[src/common/pixel_test_defs.svh]
// register offsets, field positions, reset values and bus codes of the pixel test control
`ifndef PIXEL_TEST_DEFS_SVH
`define PIXEL_TEST_DEFS_SVH

// register indices as printed; byte address is four times the index
`define IDX_TEST_PATH_CONTROL 8'h5b
`define IDX_CONVERTER_CODE_HIGH 8'h5c
`define IDX_CONVERTER_CODE_LOW 8'h5d
`define IDX_RESERVED_FIRST 8'h5e

// test_path_control fields
`define FLD_TEST_MODE_LSB 0
`define FLD_TEST_MODE_MSB 1
`define FLD_INPUT_SEL_LSB 2
`define FLD_INPUT_SEL_MSB 3
`define FLD_STEP_SEL_LSB 4
`define FLD_STEP_SEL_MSB 5
`define FLD_FALLING_EDGE 6
`define FLD_STROBE_TO_LAMP 7
`define RST_TEST_PATH_CONTROL 8'h00

// converter word format
`define CONV_CODE_W 14
`define CONV_PAD_BITS 2

// counter steps
`define STEP_BY_1 16'h0001
`define STEP_BY_4 16'h0004
`define STEP_BY_16 16'h0010

// axi responses
`define RESP_OKAY 2'b00
`define RESP_SLVERR 2'b10

`endif

[src/common/pixel_test_pkg.sv]
// types shared by the pixel test control blocks
`default_nettype none
package pixel_test_pkg;

  typedef enum logic [1:0] {
    MODE_NORMAL,
    MODE_BYPASS_ANALOG,
    MODE_RAW_HIGH,
    MODE_RAW_LOW
  } test_mode_t;

  typedef enum logic [1:0] {
    SRC_CONVERTER,
    SRC_CODE_REGS,
    SRC_SCAN_COUNTER,
    SRC_LINE_COUNTER
  } input_sel_t;

  typedef enum logic [1:0] {
    STEP_ONE,
    STEP_FOUR,
    STEP_SIXTEEN,
    STEP_UNUSED
  } step_sel_t;

endpackage : pixel_test_pkg

`default_nettype wire

[src/design/pixel_path_test_mode_control.sv]
// pixel path test mode control with its axi4-lite register slave
//
// The implementer's own choice: the AXI4-Lite slave port.
`timescale 1ns/10ps
`default_nettype none
`include "pixel_test_defs.svh"

// What this block does
// - The normal setting passes the analog stage to the converter; a second bypasses the stage.
// - Two settings bypass stage and correction, giving the raw high or raw low converter part.
// - The converter code reads as two bytes, the high part first and the low part next.
// - A two-bit selector feeds the divider from converter, code registers, or either counter.
// - With the per-scan source, the 16-bit counter clears at every scan start.
// - With the per-line source, the 16-bit counter clears at every line start.
// - The counter starts at zero and advances once per data pixel sent to the divider.
// - A two-bit selector sets the step to 1, 4 or 16, the fourth code being unused.
// - One bit picks the rising or falling sampling clock edge; software keeps it at zero.
// - One bit puts the sampling strobe on the second lamp output, else the pin is normal.
// - The converter word is 16 bits with the 14-bit code on top and two zero low bits.
// - The divider lowers resolution by averaging adjacent pixels, not by dropping them.
module pixel_path_test_mode_control #(
  parameter int ADDR_W = 12,
  parameter int MAX_DIV = 12
) (
  // clock and reset
  input wire logic i_core_clk,
  input wire logic i_rst,
  // axi4-lite write address
  input wire logic i_awvalid,
  output logic o_awready,
  input wire logic [ADDR_W-1:0] i_awaddr,
  // axi4-lite write data
  input wire logic i_wvalid,
  output logic o_wready,
  input wire logic [31:0] i_wdata,
  input wire logic [3:0] i_wstrb,
  // axi4-lite write response
  output logic o_bvalid,
  input wire logic i_bready,
  output logic [1:0] o_bresp,
  // axi4-lite read address
  input wire logic i_arvalid,
  output logic o_arready,
  input wire logic [ADDR_W-1:0] i_araddr,
  // axi4-lite read data
  output logic o_rvalid,
  input wire logic i_rready,
  output logic [31:0] o_rdata,
  output logic [1:0] o_rresp,
  // converter and scan framing
  input wire logic i_conv_valid,
  input wire logic [`CONV_CODE_W-1:0] i_conv_code,
  input wire logic i_scan_start,
  input wire logic i_line_start,
  input wire logic [3:0] i_divide_by,
  // strobe and lamp
  input wire logic i_correlated_sampling_strobe,
  input wire logic i_lamp_normal,
  // analog and converter controls
  output logic o_analog_input_stage_bypass,
  output logic o_correction_bypass,
  output logic o_raw_low_select,
  output logic o_sample_falling_edge,
  output logic o_second_lamp_output,
  // averaged pixels
  output logic o_pix_valid,
  output logic [15:0] o_pix_data
);

  generate
    if (ADDR_W < 10) begin : g_bad_addr
      $error("address width too small for the register map");
    end
  endgenerate

  localparam logic [7:0] IDX_CTRL = `IDX_TEST_PATH_CONTROL;
  localparam logic [7:0] IDX_HIGH = `IDX_CONVERTER_CODE_HIGH;
  localparam logic [7:0] IDX_LOW = `IDX_CONVERTER_CODE_LOW;
  localparam logic [7:0] IDX_RSVD = `IDX_RESERVED_FIRST;

  // word index of a byte address; upper bits must be zero to hit the map
  function automatic logic [8:0] word_index(input logic [ADDR_W-1:0] addr);
    logic [ADDR_W-1:0] upper;
    upper = addr >> 10;
    word_index = {(upper != '0) || (addr[1:0] != 2'b00), addr[9:2]};
  endfunction : word_index

  // registers
  logic [7:0] test_path_control;
  logic [15:0] code_word;
  logic [15:0] count;
  logic div_valid;
  logic [15:0] div_data;

  pixel_test_pkg::test_mode_t test_mode;
  pixel_test_pkg::input_sel_t input_sel;
  pixel_test_pkg::step_sel_t step_sel;

  assign test_mode = pixel_test_pkg::test_mode_t'(
    test_path_control[`FLD_TEST_MODE_MSB:`FLD_TEST_MODE_LSB]);
  assign input_sel = pixel_test_pkg::input_sel_t'(
    test_path_control[`FLD_INPUT_SEL_MSB:`FLD_INPUT_SEL_LSB]);
  assign step_sel = pixel_test_pkg::step_sel_t'(
    test_path_control[`FLD_STEP_SEL_MSB:`FLD_STEP_SEL_LSB]);

  // ---------------- axi4-lite write side ----------------
  logic aw_held;
  logic w_held;
  logic [8:0] aw_index;
  logic [31:0] w_data;
  logic [3:0] w_strb;
  logic do_write;

  assign do_write = aw_held && w_held && !o_bvalid;

  always_ff @(posedge i_core_clk) begin
    if (i_rst) begin
      aw_held <= 1'b0;
      aw_index <= 9'h000;
      o_awready <= 1'b0;
    end else begin
      if (o_awready && i_awvalid) begin
        aw_held <= 1'b1;
        aw_index <= word_index(i_awaddr);
      end else if (do_write) begin
        aw_held <= 1'b0;
      end
      o_awready <= !aw_held && !o_awready && !o_bvalid;
    end
  end

  always_ff @(posedge i_core_clk) begin
    if (i_rst) begin
      w_held <= 1'b0;
      w_data <= 32'h0000_0000;
      w_strb <= 4'h0;
      o_wready <= 1'b0;
    end else begin
      if (o_wready && i_wvalid) begin
        w_held <= 1'b1;
        w_data <= i_wdata;
        w_strb <= i_wstrb;
      end else if (do_write) begin
        w_held <= 1'b0;
      end
      o_wready <= !w_held && !o_wready && !o_bvalid;
    end
  end

  // the first reserved word accepts the write and keeps nothing; software is expected to write zero there
  always_ff @(posedge i_core_clk) begin
    if (i_rst) begin
      o_bvalid <= 1'b0;
      o_bresp <= `RESP_OKAY;
    end else if (do_write) begin
      o_bvalid <= 1'b1;
      o_bresp <= (aw_index == {1'b0, IDX_CTRL} || aw_index == {1'b0, IDX_HIGH} ||
                  aw_index == {1'b0, IDX_LOW} || aw_index == {1'b0, IDX_RSVD}) ?
                 `RESP_OKAY : `RESP_SLVERR;
    end else if (i_bready) begin
      o_bvalid <= 1'b0;
    end
  end

  always_ff @(posedge i_core_clk) begin
    if (i_rst) begin
      test_path_control <= `RST_TEST_PATH_CONTROL;
    end else if (do_write && aw_index == {1'b0, IDX_CTRL} && w_strb[0]) begin
      test_path_control <= w_data[7:0];
    end
  end

  // ---------------- axi4-lite read side ----------------
  logic [8:0] ar_index;

  assign ar_index = word_index(i_araddr);

  always_ff @(posedge i_core_clk) begin
    if (i_rst) begin
      o_arready <= 1'b0;
      o_rvalid <= 1'b0;
      o_rdata <= 32'h0000_0000;
      o_rresp <= `RESP_OKAY;
    end else begin
      o_arready <= !o_arready && !o_rvalid;
      if (o_arready && i_arvalid) begin
        o_rvalid <= 1'b1;
        o_rresp <= `RESP_OKAY;
        case (ar_index)
          {1'b0, IDX_CTRL}: o_rdata <= {24'h000000, test_path_control};
          {1'b0, IDX_HIGH}: o_rdata <= {24'h000000, code_word[15:8]};
          {1'b0, IDX_LOW}: o_rdata <= {24'h000000, code_word[7:0]};
          {1'b0, IDX_RSVD}: o_rdata <= 32'h0000_0000;
          default: begin
            o_rdata <= 32'h0000_0000;
            o_rresp <= `RESP_SLVERR;
          end
        endcase
      end else if (i_rready) begin
        o_rvalid <= 1'b0;
      end
    end
  end

  // ---------------- converter path controls ----------------
  always_ff @(posedge i_core_clk) begin
    if (i_rst) begin
      o_analog_input_stage_bypass <= 1'b0;
      o_correction_bypass <= 1'b0;
      o_raw_low_select <= 1'b0;
    end else begin
      o_analog_input_stage_bypass <= (test_mode != pixel_test_pkg::MODE_NORMAL);
      o_correction_bypass <= test_mode[1];
      o_raw_low_select <= (test_mode == pixel_test_pkg::MODE_RAW_LOW);
    end
  end

  always_ff @(posedge i_core_clk) begin
    if (i_rst) begin
      o_sample_falling_edge <= 1'b0;
      o_second_lamp_output <= 1'b0;
    end else begin
      o_sample_falling_edge <= test_path_control[`FLD_FALLING_EDGE];
      o_second_lamp_output <= test_path_control[`FLD_STROBE_TO_LAMP] ?
                              i_correlated_sampling_strobe : i_lamp_normal;
    end
  end

  // code registers freeze while they are the divider source, giving a known value
  always_ff @(posedge i_core_clk) begin
    if (i_rst) begin
      code_word <= 16'h0000;
    end else if (i_conv_valid && input_sel != pixel_test_pkg::SRC_CODE_REGS) begin
      code_word <= {i_conv_code, {`CONV_PAD_BITS{1'b0}}};
    end
  end

  // ---------------- test counter and divider source ----------------
  logic count_clear;

  assign count_clear = (input_sel == pixel_test_pkg::SRC_SCAN_COUNTER && i_scan_start) ||
                       (input_sel == pixel_test_pkg::SRC_LINE_COUNTER && i_line_start);

  pixel_test_counter #(
    .WIDTH(16)
  ) i_pixel_test_counter (
    .i_core_clk(i_core_clk),
    .i_rst(i_rst),
    .i_clear(count_clear),
    .i_pixel(i_conv_valid && !count_clear),
    .i_step_sel(step_sel),
    .o_count(count)
  );

  always_ff @(posedge i_core_clk) begin
    if (i_rst) begin
      div_valid <= 1'b0;
      div_data <= 16'h0000;
    end else begin
      div_valid <= i_conv_valid;
      case (input_sel)
        pixel_test_pkg::SRC_CONVERTER: div_data <= {i_conv_code, {`CONV_PAD_BITS{1'b0}}};
        pixel_test_pkg::SRC_CODE_REGS: div_data <= code_word;
        default: div_data <= count;
      endcase
    end
  end

  resolution_averager #(
    .DATA_W(16),
    .MAX_DIV(MAX_DIV)
  ) i_resolution_averager (
    .i_core_clk(i_core_clk),
    .i_rst(i_rst),
    .i_line_start(i_line_start),
    .i_divide_by(i_divide_by),
    .i_valid(div_valid),
    .i_data(div_data),
    .o_valid(o_pix_valid),
    .o_data(o_pix_data)
  );
endmodule : pixel_path_test_mode_control

`default_nettype wire

[src/design/pixel_test_counter.sv]
// 16-bit test counter stepping per data pixel, cleared per scan or per line
`timescale 1ns/10ps
`default_nettype none
`include "pixel_test_defs.svh"

module pixel_test_counter #(
  parameter int WIDTH = 16
) (
  // clock and reset
  input wire logic i_core_clk,
  input wire logic i_rst,
  // control
  input wire logic i_clear,
  input wire logic i_pixel,
  input wire pixel_test_pkg::step_sel_t i_step_sel,
  // count
  output logic [WIDTH-1:0] o_count
);

  generate
    if (WIDTH != 16) begin : g_bad_width
      $error("pixel_test_counter supports only a 16-bit count");
    end
  endgenerate

  logic [WIDTH-1:0] step;

  always_comb begin
    case (i_step_sel)
      pixel_test_pkg::STEP_ONE: step = `STEP_BY_1;
      pixel_test_pkg::STEP_FOUR: step = `STEP_BY_4;
      pixel_test_pkg::STEP_SIXTEEN: step = `STEP_BY_16;
      // undefined code: the count holds rather than guessing a step
      default: step = '0;
    endcase
  end

  // the sum wraps naturally past full scale
  always_ff @(posedge i_core_clk) begin
    if (i_rst || i_clear) begin
      o_count <= '0;
    end else if (i_pixel) begin
      o_count <= o_count + step;
    end
  end

endmodule : pixel_test_counter

`default_nettype wire

[src/design/resolution_averager.sv]
// horizontal resolution divider: averages groups of adjacent pixels
`timescale 1ns/10ps
`default_nettype none

module resolution_averager #(
  parameter int DATA_W = 16,
  parameter int MAX_DIV = 12
) (
  // clock and reset
  input wire logic i_core_clk,
  input wire logic i_rst,
  // line framing and group size
  input wire logic i_line_start,
  input wire logic [3:0] i_divide_by,
  // incoming pixels
  input wire logic i_valid,
  input wire logic [DATA_W-1:0] i_data,
  // averaged pixels
  output logic o_valid,
  output logic [DATA_W-1:0] o_data
);

  localparam int SUM_W = DATA_W + 4;

  generate
    if (MAX_DIV > 15 || MAX_DIV < 1) begin : g_bad_div
      $error("resolution_averager group size must fit four bits");
    end
  endgenerate

  logic [SUM_W-1:0] sum;
  logic [3:0] taken;
  logic [3:0] group;
  logic [SUM_W-1:0] total;

  // zero or oversized settings fall back to pass-through
  assign group = (i_divide_by == 4'h0 || i_divide_by > 4'(MAX_DIV)) ? 4'h1 : i_divide_by;
  assign total = sum + {4'h0, i_data};

  // a partial group at the end of a line is dropped by the restart
  always_ff @(posedge i_core_clk) begin
    if (i_rst || i_line_start) begin
      sum <= '0;
      taken <= 4'h0;
    end else if (i_valid) begin
      if (taken + 4'h1 == group) begin
        sum <= '0;
        taken <= 4'h0;
      end else begin
        sum <= total;
        taken <= taken + 4'h1;
      end
    end
  end

  always_ff @(posedge i_core_clk) begin
    if (i_rst) begin
      o_valid <= 1'b0;
      o_data <= '0;
    end else begin
      o_valid <= i_valid && !i_line_start && (taken + 4'h1 == group);
      if (i_valid && (taken + 4'h1 == group)) begin
        o_data <= DATA_W'(total / {{(SUM_W-4){1'b0}}, group});
      end
    end
  end

endmodule : resolution_averager

`default_nettype wire

[config.mk]
export PLATFORM = sky130hd
export DESIGN_NAME = pixel_path_test_mode_control
export DESIGN_NICKNAME = d
export VERILOG_FILES = /design/src/common/pixel_test_pkg.sv /design/src/design/pixel_path_test_mode_control.sv /design/src/design/pixel_test_counter.sv /design/src/design/resolution_averager.sv
export VERILOG_INCLUDE_DIRS = /design/src /design/src/common
export SDC_FILE = /design/constraint.sdc
export NUM_CORES = 1
export LEC_CHECK = 0
export BUFFER_PORTS_ARGS = -buffer_cell sky130_fd_sc_hd__buf_2
export CAP_MARGIN = 10
export CORE_ASPECT_RATIO = 1.2
export CORE_MARGIN = 5
export CORE_UTILIZATION = 49
export CTS_CLUSTER_SIZE = 28
export DETAILED_ROUTE_END_ITERATION = 7
export PLACE_DENSITY = 0.8
export SYNTH_ARGS = -nofsm -noshare
export SYNTH_HDL_FRONTEND = slang
export SYNTH_SLANG_ARGS = --single-unit
[constraint.sdc]
create_clock -name i_core_clk -period 102.4 [get_ports i_core_clk]
set_clock_uncertainty 0.1 [all_clocks]
set_input_delay 0 -clock i_core_clk [delete_from_list [all_inputs] [get_ports i_core_clk]]
set_output_delay 0 -clock i_core_clk [all_outputs]
set_load 0.02 [all_outputs]
==> results_dict.tcl, run 1 <==
set metrics [dict create \
    wl_per_cell_um 16.9 \
    netlist.area_leader.share 0.203 \
    fin_util 0.562 \
    ctsResizeCount 0 \
    preCtsSetupSlack_ns 58.73 \
    finalWirelength_um 37600 \
    max_slew.worst_pin.slew_ns 1.21 \
    numCtsBuffers 17 \
    cpMaxStageDelayCell "or4_4" \
    crit_top_cell "o21a_1" \
    cts_hold_buf 56 \
    postSynthAreaPerCell_sq_um 7.66 \
    finalMaxSlewViolations 0 \
    portBuffers 99 \
    arrival_ns 44.63 \
    hold_class "input port to register" \
    row_count 66 \
    ys.flop_type "dfxtp_1" \
    drt_iter0_drc 844 \
    finalCritPeriodShare 0.434 \
    critPathKind "register to register" \
    syn-instance-count 1754 \
    max-cap-violations 0 \
    grt_max_degree 97 \
    grtUsageTotal 0.238 \
    max_freq_mhz 22.5 \
    status "finished, final reports clean" \
    routed_via_density 6.17 \
    r2r_setup_slack_ns 57.94 \
    clk_latency_ns 0.44 \
    grt_overflow 0 \
    area_delta_synth_final_pct 13.3 \
    n_antenna_cell 0 \
    dpl.hpwl_um 27100 \
    fill_cells 2345 \
    grt_pass1_vias 13700 \
    yosys.area.top_type "dfxtp_1" \
    grt_pass1_wl_um 63100 \
    fin_crit_ns 44.46 \
    multi_input_area_sq_um 10200 \
    dr_total_vias 13700 \
    startpoint_type "register" \
    drc 0 \
    slew_headroom 0.189 \
    syn_area_sq_um 13400 \
    die_x_um 161 \
    htreeDepth 4 \
    routabilityCongestion 0.928 \
    synthArstFlopShare 0 \
    drtAntennaViolNets 0 \
    rsz0062_at_grt "false" \
    ys_ff_latch 136 \
    cts_tree "done" \
    cts_root_buf "clkbuf_16" \
    whs_ns 0.104 \
    finalSetupTns_ns 0 \
    initial_utilization 0.496 \
    cts.clk_slew.worst_paths_ns 0.07 \
    crit_required_ns 102.57 \
    yosys-top-cells-area "dfxtp_1 (20%), ha_1 (8.9%), nor2_1 (6.8%)" \
    die_h_um 191 \
    regArea_sq_um 2720 \
    dieArea_sq_um 30800 \
    grt_antenna_before_repair 0 \
    ios 153 \
    post-cts-setup-buffer-count 0 \
    clkSinkCount 136 \
    dr.pass1.iters 7 \
    slowest_delay_ns 0.74 \
    cts_max_path_buffers 2 \
    cp_max_fo 21 \
    layout-drive-gt1-share 0.125 \
    setup_violations 0 \
    synth-warning-count 0 \
    finalHoldViolCount 0 \
    synth-edff-count 0 \
    fin_nets 2056 \
    crit_path_end_kind "register" \
    setup_slack_ns 57.94 \
    yosysUniqueCellTypes 116 \
    seq_area_frac_synth 0.203 \
    core_area_sq_um 27100 \
]
path summary, 6_finish.rpt:
check,start,endpoint,cells after the start
setup / recovery,i_resolution_averager.sum[1]$_SDFFE_PP0P_,i_resolution_averager.o_data[0]$_SDFFE_PP0P_,188
hold / removal,i_rst,i_resolution_averager.o_data[15]$_SDFFE_PP0P_,2
setup reg to reg,i_resolution_averager.sum[1]$_SDFFE_PP0P_,i_resolution_averager.o_data[0]$_SDFFE_PP0P_,188
hold reg to reg,w_held$_SDFFE_PP0P_,o_wready$_SDFF_PP0_,1
synthesized netlist by cell type (all sizes together), types with 24 or more instances:
cell type and count:
mux2i 73, o21a 44, a211oi 26, clkbuf 50
nor2 248, ha 96, buf 40, a21o 30
o211ai 24, xnor2 56, nand2 147, nand3 64
dfxtp 136, nor3 57, o21ai 70, inv 31
xor2 40, nand4 29, a21oi 136
layout make-up:
class | instances | share of cell area
sequential | 136 | 0.179
timing repair buffer | 161 | 0.0725
clock buffer | 18 | 0.0282
clock inverter | 14 | 0.0122
inverter | 31 | 0.00765
multi-input combinational | 1522 | 0.673
tap | 340 | 0.0280
metrics by stage:
stage               cells  instance area, sq um
floorplan            1779                 13500
global placement     2134                 14000
detailed placement   2134                 14000
CTS                  2222                 15200
global route         2222                 15200
finish               2222                 15200
metal layers:
layer  global-route usage  share of wire
met5                    0              0
met4                0.100          0.034
met3               0.0384          0.063
met2                0.428           0.49
met1                0.282           0.41
cells by family after synthesis:
logic type      count (synthesis)  synth area share
other cells                     1          0.000279
mux                            95            0.0737
simple gates                  736             0.279
xor+xnor                       96            0.0640
compound gates                471             0.246
fa+ha+maj                      98            0.0917
buf+inv                       121            0.0432
flops                         136             0.203
flip-flops by register name, indices dropped and copies added, names as in the netlist, 4 cells and up:
register,cells
i_resolution_averager.sum,20
div_data,16
i_pixel_test_counter.o_count,16
i_resolution_averager.o_data,16
code_word,14
aw_index,9
o_rdata,8
test_path_control,8
w_data,8
i_resolution_averager.taken,4
cell usage in the layout (no fill, tap or decap), drive strengths merged, types with 10 or more instances in the layout:
cell	n
mux2	22
or2	19
nand4	29
or3	22
buf	105
xor2	40
a211oi	26
nand2b	18
o31ai	16
o22ai	11
inv	38
ha	96
clkbuf	18
a21o	30
dlygate4sd3	56
mux2i	73
nand3	64
o21a	44
a21oi	136
o21ai	70
a22oi	14
nand2	147
dfxtp	136
o211ai	24
and2	23
conb	26
nor2b	19
and3	20
a31oi	16
nor4	17
or4	10
nor3	57
nor2	248
xnor2	56
critical path: cells and delay by family, from the launching register on:
kind | cells | cell delay (ns)
DFF | 1 | 0.33
muxes | 4 | 1.28
adders and majority gates | 21 | 6.41
xor gates and xnor gates | 1 | 0.10
AOI/OAI and AO/OA | 88 | 19.49
buffers and inverters | 5 | 0.35
and+or+nand+nor | 69 | 16.16
Power of run 1 is left out: the tool's default activity adds up to more than one toggle a clock period on the data nets, which glitch-free logic cannot reach.
==> run 2: changes to the inputs <==
--- a/config.mk
+++ b/config.mk
@@ -13,7 +13,7 @@
 export CORE_UTILIZATION = 49
 export CTS_CLUSTER_SIZE = 28
 export DETAILED_ROUTE_END_ITERATION = 7
-export PLACE_DENSITY = 0.8
+export PLACE_DENSITY = 0.82
 export SYNTH_ARGS = -nofsm -noshare
 export SYNTH_HDL_FRONTEND = slang
 export SYNTH_SLANG_ARGS = --single-unit
==> constraint.sdc (replaced) <==
create_clock -name i_core_clk -period 37.9 [get_ports i_core_clk]
set_clock_uncertainty 0.1 [all_clocks]
set_input_delay 0 -clock i_core_clk [delete_from_list [all_inputs] [get_ports i_core_clk]]
set_output_delay 0 -clock i_core_clk [all_outputs]
set_load 0.02 [all_outputs]
==> run 2 against run 1 <==
  * Die area did not move
  * Utilization grew 5.2 points
  * Sequential share of layout area shrank 1.5 points
  * First-iteration DRC count rose by 14%
  * Non-clock buffer count is 128 higher
  * Worst hold slack worse by 0.058 ns
  * Cell count rose by 5.8%
  * Routed wire length is 9.9% higher
  * Clock-buffer cell count is the same
  * Critical path depth grew 5
  * Sequential cell count stayed put
  * Global-route usage is 1.4 points higher
==> results_dict.tcl, run 2 (same netlist as run 1, synthesis figures left out) <==
set metrics [dict create \
    status "finished, final reports clean" \
    max_slew.worst_pin.slew_ns 1.18 \
    reg2reg_depth 193 \
    cpMaxStageDelayCell "or4_4" \
    whs_endpoint "w_data[0]$_SDFFE_PP0P_" \
    finalWirelength_um 41400 \
    setup_slack_ns 1.76 \
    fin_crit_ns 36.14 \
    grt_overflow 0 \
    clk_latency_ns 0.45 \
    cts_root_buf "clkbuf_16" \
    hold_class "input port to register" \
    dr.pass1.iters 5 \
    critPathKind "register to register" \
    crit_top_cell "o21a_1" \
    routed_via_density 6.18 \
    r2r-start "i_resolution_averager.sum[6]$_SDFFE_PP0P_" \
    layout-drive-gt1-share 0.223 \
    whs_ns 0.0453 \
    r2r_setup_slack_ns 1.76 \
    cp_max_fo 7 \
    min_from "i_wvalid" \
    timing.rr.end "i_resolution_averager.o_data[0]$_SDFFE_PP0P_" \
    dr_total_vias 14500 \
    cts.clk_slew.worst_paths_ns 0.06 \
    cts_tree "done" \
    slowest_delay_ns 0.57 \
    fin_nets 2185 \
    clkSinkCount 136 \
    wl_per_cell_um 17.6 \
    drt_iter0_drc 959 \
    row_count 66 \
    final_cell_mix "nor2_1 (225), nand2_1 (141), dfxtp_1 (136)" \
    die_x_um 161 \
    max_flop_register "i_resolution_averager.sum" \
    slew_headroom 0.206 \
    die_h_um 191 \
    grt_max_degree 97 \
    initial_utilization 0.496 \
    final_common_cell "nor2_1" \
    drc 0 \
    portBuffers 99 \
    numCtsBuffers 17 \
    arrival_ns 36.32 \
    finalHoldViolCount 0 \
    routabilityCongestion 0.915 \
    htreeDepth 4 \
    setup_violations 0 \
    max-cap-violations 0 \
    n_antenna_cell 0 \
    fin_util 0.614 \
    dpl.hpwl_um 28300 \
    preCtsSetupSlack_ns -0.331 \
    crit_path_end_kind "register" \
    finalMaxSlewViolations 0 \
    grtUsageTotal 0.252 \
    final_cell_count_no_fill 2350 \
    placed_cells 2231 \
    finalCritPeriodShare 0.954 \
    cts_max_path_buffers 2 \
    grt_pass1_wl_um 66000 \
    ios 153 \
    min_delay_path_depth 4 \
    max_freq_mhz 27.7 \
    crit_required_ns 38.08 \
    grt_antenna_before_repair 0 \
    area_delta_synth_final_pct 23.9 \
    grt_pass1_vias 14100 \
    dieArea_sq_um 30800 \
    largest_reg_flops 20 \
    core_area_sq_um 27100 \
    drtAntennaViolNets 0 \
    startpoint_type "register" \
]
==> run 2: changes by cell type in the layout (fill, tap and decap cells not counted), moves of 7 or more <==
| cell | before | now |
|---|---|---|
| o21ai_0 | 58 | 46 |
| a21oi_2 | 3 | 23 |
| ha_2 | 0 | 7 |
| nor2_2 | 5 | 16 |
| a21oi_1 | 133 | 112 |
| nor2_1 | 242 | 225 |
| ha_1 | 96 | 87 |
| buf_4 | 7 | 130 |
==> run 2: routing by layer <==
layer | part of all wire | vias up | track usage
li1 | - | 6922 | -
met1 | 0.40 | 6864 | 0.291
met2 | 0.50 | 608 | 0.465
met3 | 0.064 | 134 | 0.0438
met4 | 0.035 | 0 | 0.0945
met5 | 0 | - | 0
==> run 2: worst max path at each step <==
stage | endpoint | depth (start not counted) | start
3_5_place_dp | i_resolution_averager.o_data[0]$_SDFFE_PP0P_ | 186 | i_resolution_averager.sum[1]$_SDFFE_PP0P_
2_1_floorplan | i_resolution_averager.o_data[0]$_SDFFE_PP0P_ | 194 | div_data[6]$_SDFF_PP0_
6_report | i_resolution_averager.o_data[0]$_SDFFE_PP0P_ | 193 | i_resolution_averager.sum[6]$_SDFFE_PP0P_
5_1_grt | i_resolution_averager.o_data[0]$_SDFFE_PP0P_ | 196 | i_resolution_averager.sum[6]$_SDFFE_PP0P_
3_3_place_gp | i_resolution_averager.o_data[0]$_SDFFE_PP0P_ | 187 | i_resolution_averager.sum[1]$_SDFFE_PP0P_
4_1_cts | i_resolution_averager.o_data[0]$_SDFFE_PP0P_ | 189 | i_resolution_averager.sum[6]$_SDFFE_PP0P_
==> run 2: area by class of cell <==
type	instances	area, sq um
Timing Repair Buffer	289	2080
Multi-Input combinational cell	1523	10700
Tap cell	340	425
Sequential cell	136	2720
Fill cell	2123	10500
Inverter	31	116
Clock buffer	18	439
Clock inverter	13	145
==> run 2: stage by stage <==
step	cell area [sq um]	TNS, ns
finish	16600	0
global route	16600	-0.322
CTS	16000	0
detailed placement	14800	-0.331
global placement	14800	0
floorplan	13500	0
==> run 2: worst max-delay path: cells and delay by family (launching register included) <==
family | cells | cell delay (ns)
multiplexers | 5 | 1.29
AO/OA/AOI/OAI | 84 | 13.95
adder cells (fa/ha/maj) | 21 | 6.20
XOR/XNOR | 1 | 0.16
buffers and inverters | 11 | 1.35
AND/OR/NAND/NOR | 71 | 12.53
flip-flops | 1 | 0.35
==> run 2: repair_timing <==
action	4_1_cts	5_1_grt
pin swaps	0	38
gates resized for setup	14	111
cloned	0	1
buffers inserted	0	28
hold buffers	59	0
endpoints found under the hold margin	56	0
endpoints found under the setup margin	1	3
Power of run 2 is left out for the same reason.
==> run 3: changes to the inputs <==
--- a/config.mk
+++ b/config.mk
@@ -11,6 +11,7 @@
 export CORE_ASPECT_RATIO = 1.2
 export CORE_MARGIN = 5
 export CORE_UTILIZATION = 49
+export CTS_BUF_LIST = sky130_fd_sc_hd__clkbuf_4
 export CTS_CLUSTER_SIZE = 28
 export DETAILED_ROUTE_END_ITERATION = 7
 export PLACE_DENSITY = 0.82
==> constraint.sdc (replaced) <==
create_clock -name i_core_clk -period 37.9 [get_ports i_core_clk]
set_clock_uncertainty 0.1 [all_clocks]
set_input_delay 5.685 -clock i_core_clk [delete_from_list [all_inputs] [get_ports i_core_clk]]
set_output_delay 5.685 -clock i_core_clk [all_outputs]
set_load 0.02 [all_outputs]
==> run 3 against run 2 <==
  * The flow now finishes with violations (setup timing)
  * Cell count grew 4.4%
  * Sequential share of layout area is 0.69 points lower
  * Global-route usage shrank 0.19 points
  * Cell area is 4.4% higher
  * Register-to-register slack improved by 0.54 ns
  * Critical endpoint unchanged
  * Highest routed layer unchanged
==> results_dict.tcl, run 3 (same netlist as run 1, synthesis figures left out) <==
set metrics [dict create \
    status "finished with violations" \
    failed_checks "setup timing" \
    max-cap-violations 0 \
    crit_top_cell "o21a_1" \
    cts_max_path_buffers 2 \
    arrival_ns 39.07 \
    largest_reg_flops 20 \
    die_x_um 161 \
    cts_hold_buf 0 \
    grt_antenna_before_repair 0 \
    grtUsageTotal 0.250 \
    dr.pass1.iters 6 \
    routabilityCongestion 0.900 \
    setup_slack_ns -0.807 \
    layout-drive-gt1-share 0.309 \
    fin_crit_ns 38.71 \
    clk_latency_ns 0.59 \
    finalMaxSlewViolations 0 \
    max_freq_mhz 25.8 \
    hold_class "register to register" \
    core_area_sq_um 27100 \
    max_slew.worst_pin.slew_ns 1.13 \
    portBuffers 99 \
    final_common_cell "buf_4" \
    ios 153 \
    r2r-start "i_resolution_averager.sum[1]$_SDFFE_PP0P_" \
    dr_total_vias 15000 \
    dieArea_sq_um 30800 \
    cts_root_buf "clkbuf_4" \
    timing.critical_path.buf_inv 9 \
    finalSetupTns_ns -0.859 \
    row_count 66 \
    rsz0062_at_grt "true" \
    min_from "o_arready$_SDFF_PP0_" \
    crit_path_end_kind "register" \
    initial_utilization 0.496 \
    slowest_delay_ns 0.61 \
    die_h_um 191 \
    max_flop_register "i_resolution_averager.sum" \
    cp_max_fo 6 \
    finalWirelength_um 42500 \
    drc 0 \
    wl_per_cell_um 17.3 \
    fin_area_sq_um 17400 \
    numCtsBuffers 17 \
    finalCritPeriodShare 1.02 \
    routed_via_density 6.13 \
    grt_overflow 0 \
    drt_iter0_drc 1030 \
    slew_headroom 0.241 \
    area_delta_synth_final_pct 29.3 \
    grt_max_degree 97 \
    grt_pass1_vias 14700 \
    cp_top_family "compound AO/OA/AOI/OAI gates" \
    startpoint_type "input port" \
    grt_pass1_wl_um 66600 \
    cpMaxStageDelayCell "or4_4" \
    crit_start "i_divide_by[0]" \
    setup_violations 2 \
    htreeDepth 4 \
    cts.clk_slew.worst_paths_ns 0.15 \
    clkSinkCount 136 \
    fin_nets 2289 \
    final_cell_mix "buf_4 (289), nor2_1 (221), dfxtp_1 (136)" \
    dpl.hpwl_um 30100 \
    cts_tree "done" \
    postPlaceCellArea_sq_um 16000 \
    finalHoldViolCount 0 \
    n_antenna_cell 0 \
    critPathKind "input port to register" \
    crit_required_ns 38.26 \
    drtAntennaViolNets 0 \
]
[run 3: changes by cell type in the layout (fill, tap and decap cells not counted), moves of 8 or more]
cell           previous run  this run
clkbuf_4                  0        18
a21oi_2                  23        15
ha_4                      2        15
buf_4                   130       289
clkbuf_16                17         0
dlygate4sd3_1            59         0
a21oi_4                   1        10
[run 3: metal layers]
metal,vias to the layer above,share of wire,wire length [um],GRT usage
li1,7133,-,-,-
met1,7045,0.40,16900,0.292
met2,710,0.50,21300,0.460
met3,152,0.062,2640,0.0429
met4,0,0.038,1600,0.0909
met5,-,0,0,0
[run 3: layout make-up]
class,count,area (sq um)
Multi-Input combinational cell,1522,11100
Fill cell,2088,9720
Timing Repair Buffer,394,2760
Sequential cell,136,2720
Tap cell,340,425
Clock buffer,18,135
Inverter,31,119
Clock inverter,13,106
[run 3: path summary, 6_finish.rpt]
path | end | slack [ns] | cells past startpoint
min reg2reg | o_arready$_SDFF_PP0_ | 0.36 | 1
min | o_arready$_SDFF_PP0_ | 0.36 | 1
max reg2reg | i_resolution_averager.o_data[0]$_SDFFE_PP0P_ | 2.30 | 193
max | i_resolution_averager.o_data[0]$_SDFFE_PP0P_ | -0.81 | 188
[run 3: repair_timing]
item,CTS,global route
gates cloned,0,0
pin swaps,33,105
gates resized for setup,18,88
setup endpoints to repair,1,3
setup buffers,38,38
[run 3: stage by stage]
stage	utilization	hold WS (ns)	setup slack [ns]	instances
2_1_floorplan	-	0.317	-1.04	1779
3_3_place_gp	0.592	0.336	-0.119	2347
3_5_place_dp	0.592	0.339	-0.905	2347
4_1_cts	0.614	0.360	0.0109	2416
5_1_grt	0.641	0.383	-2.65	2454
6_report	0.641	0.357	-0.807	2454
Power of run 3 is left out for the same reason.
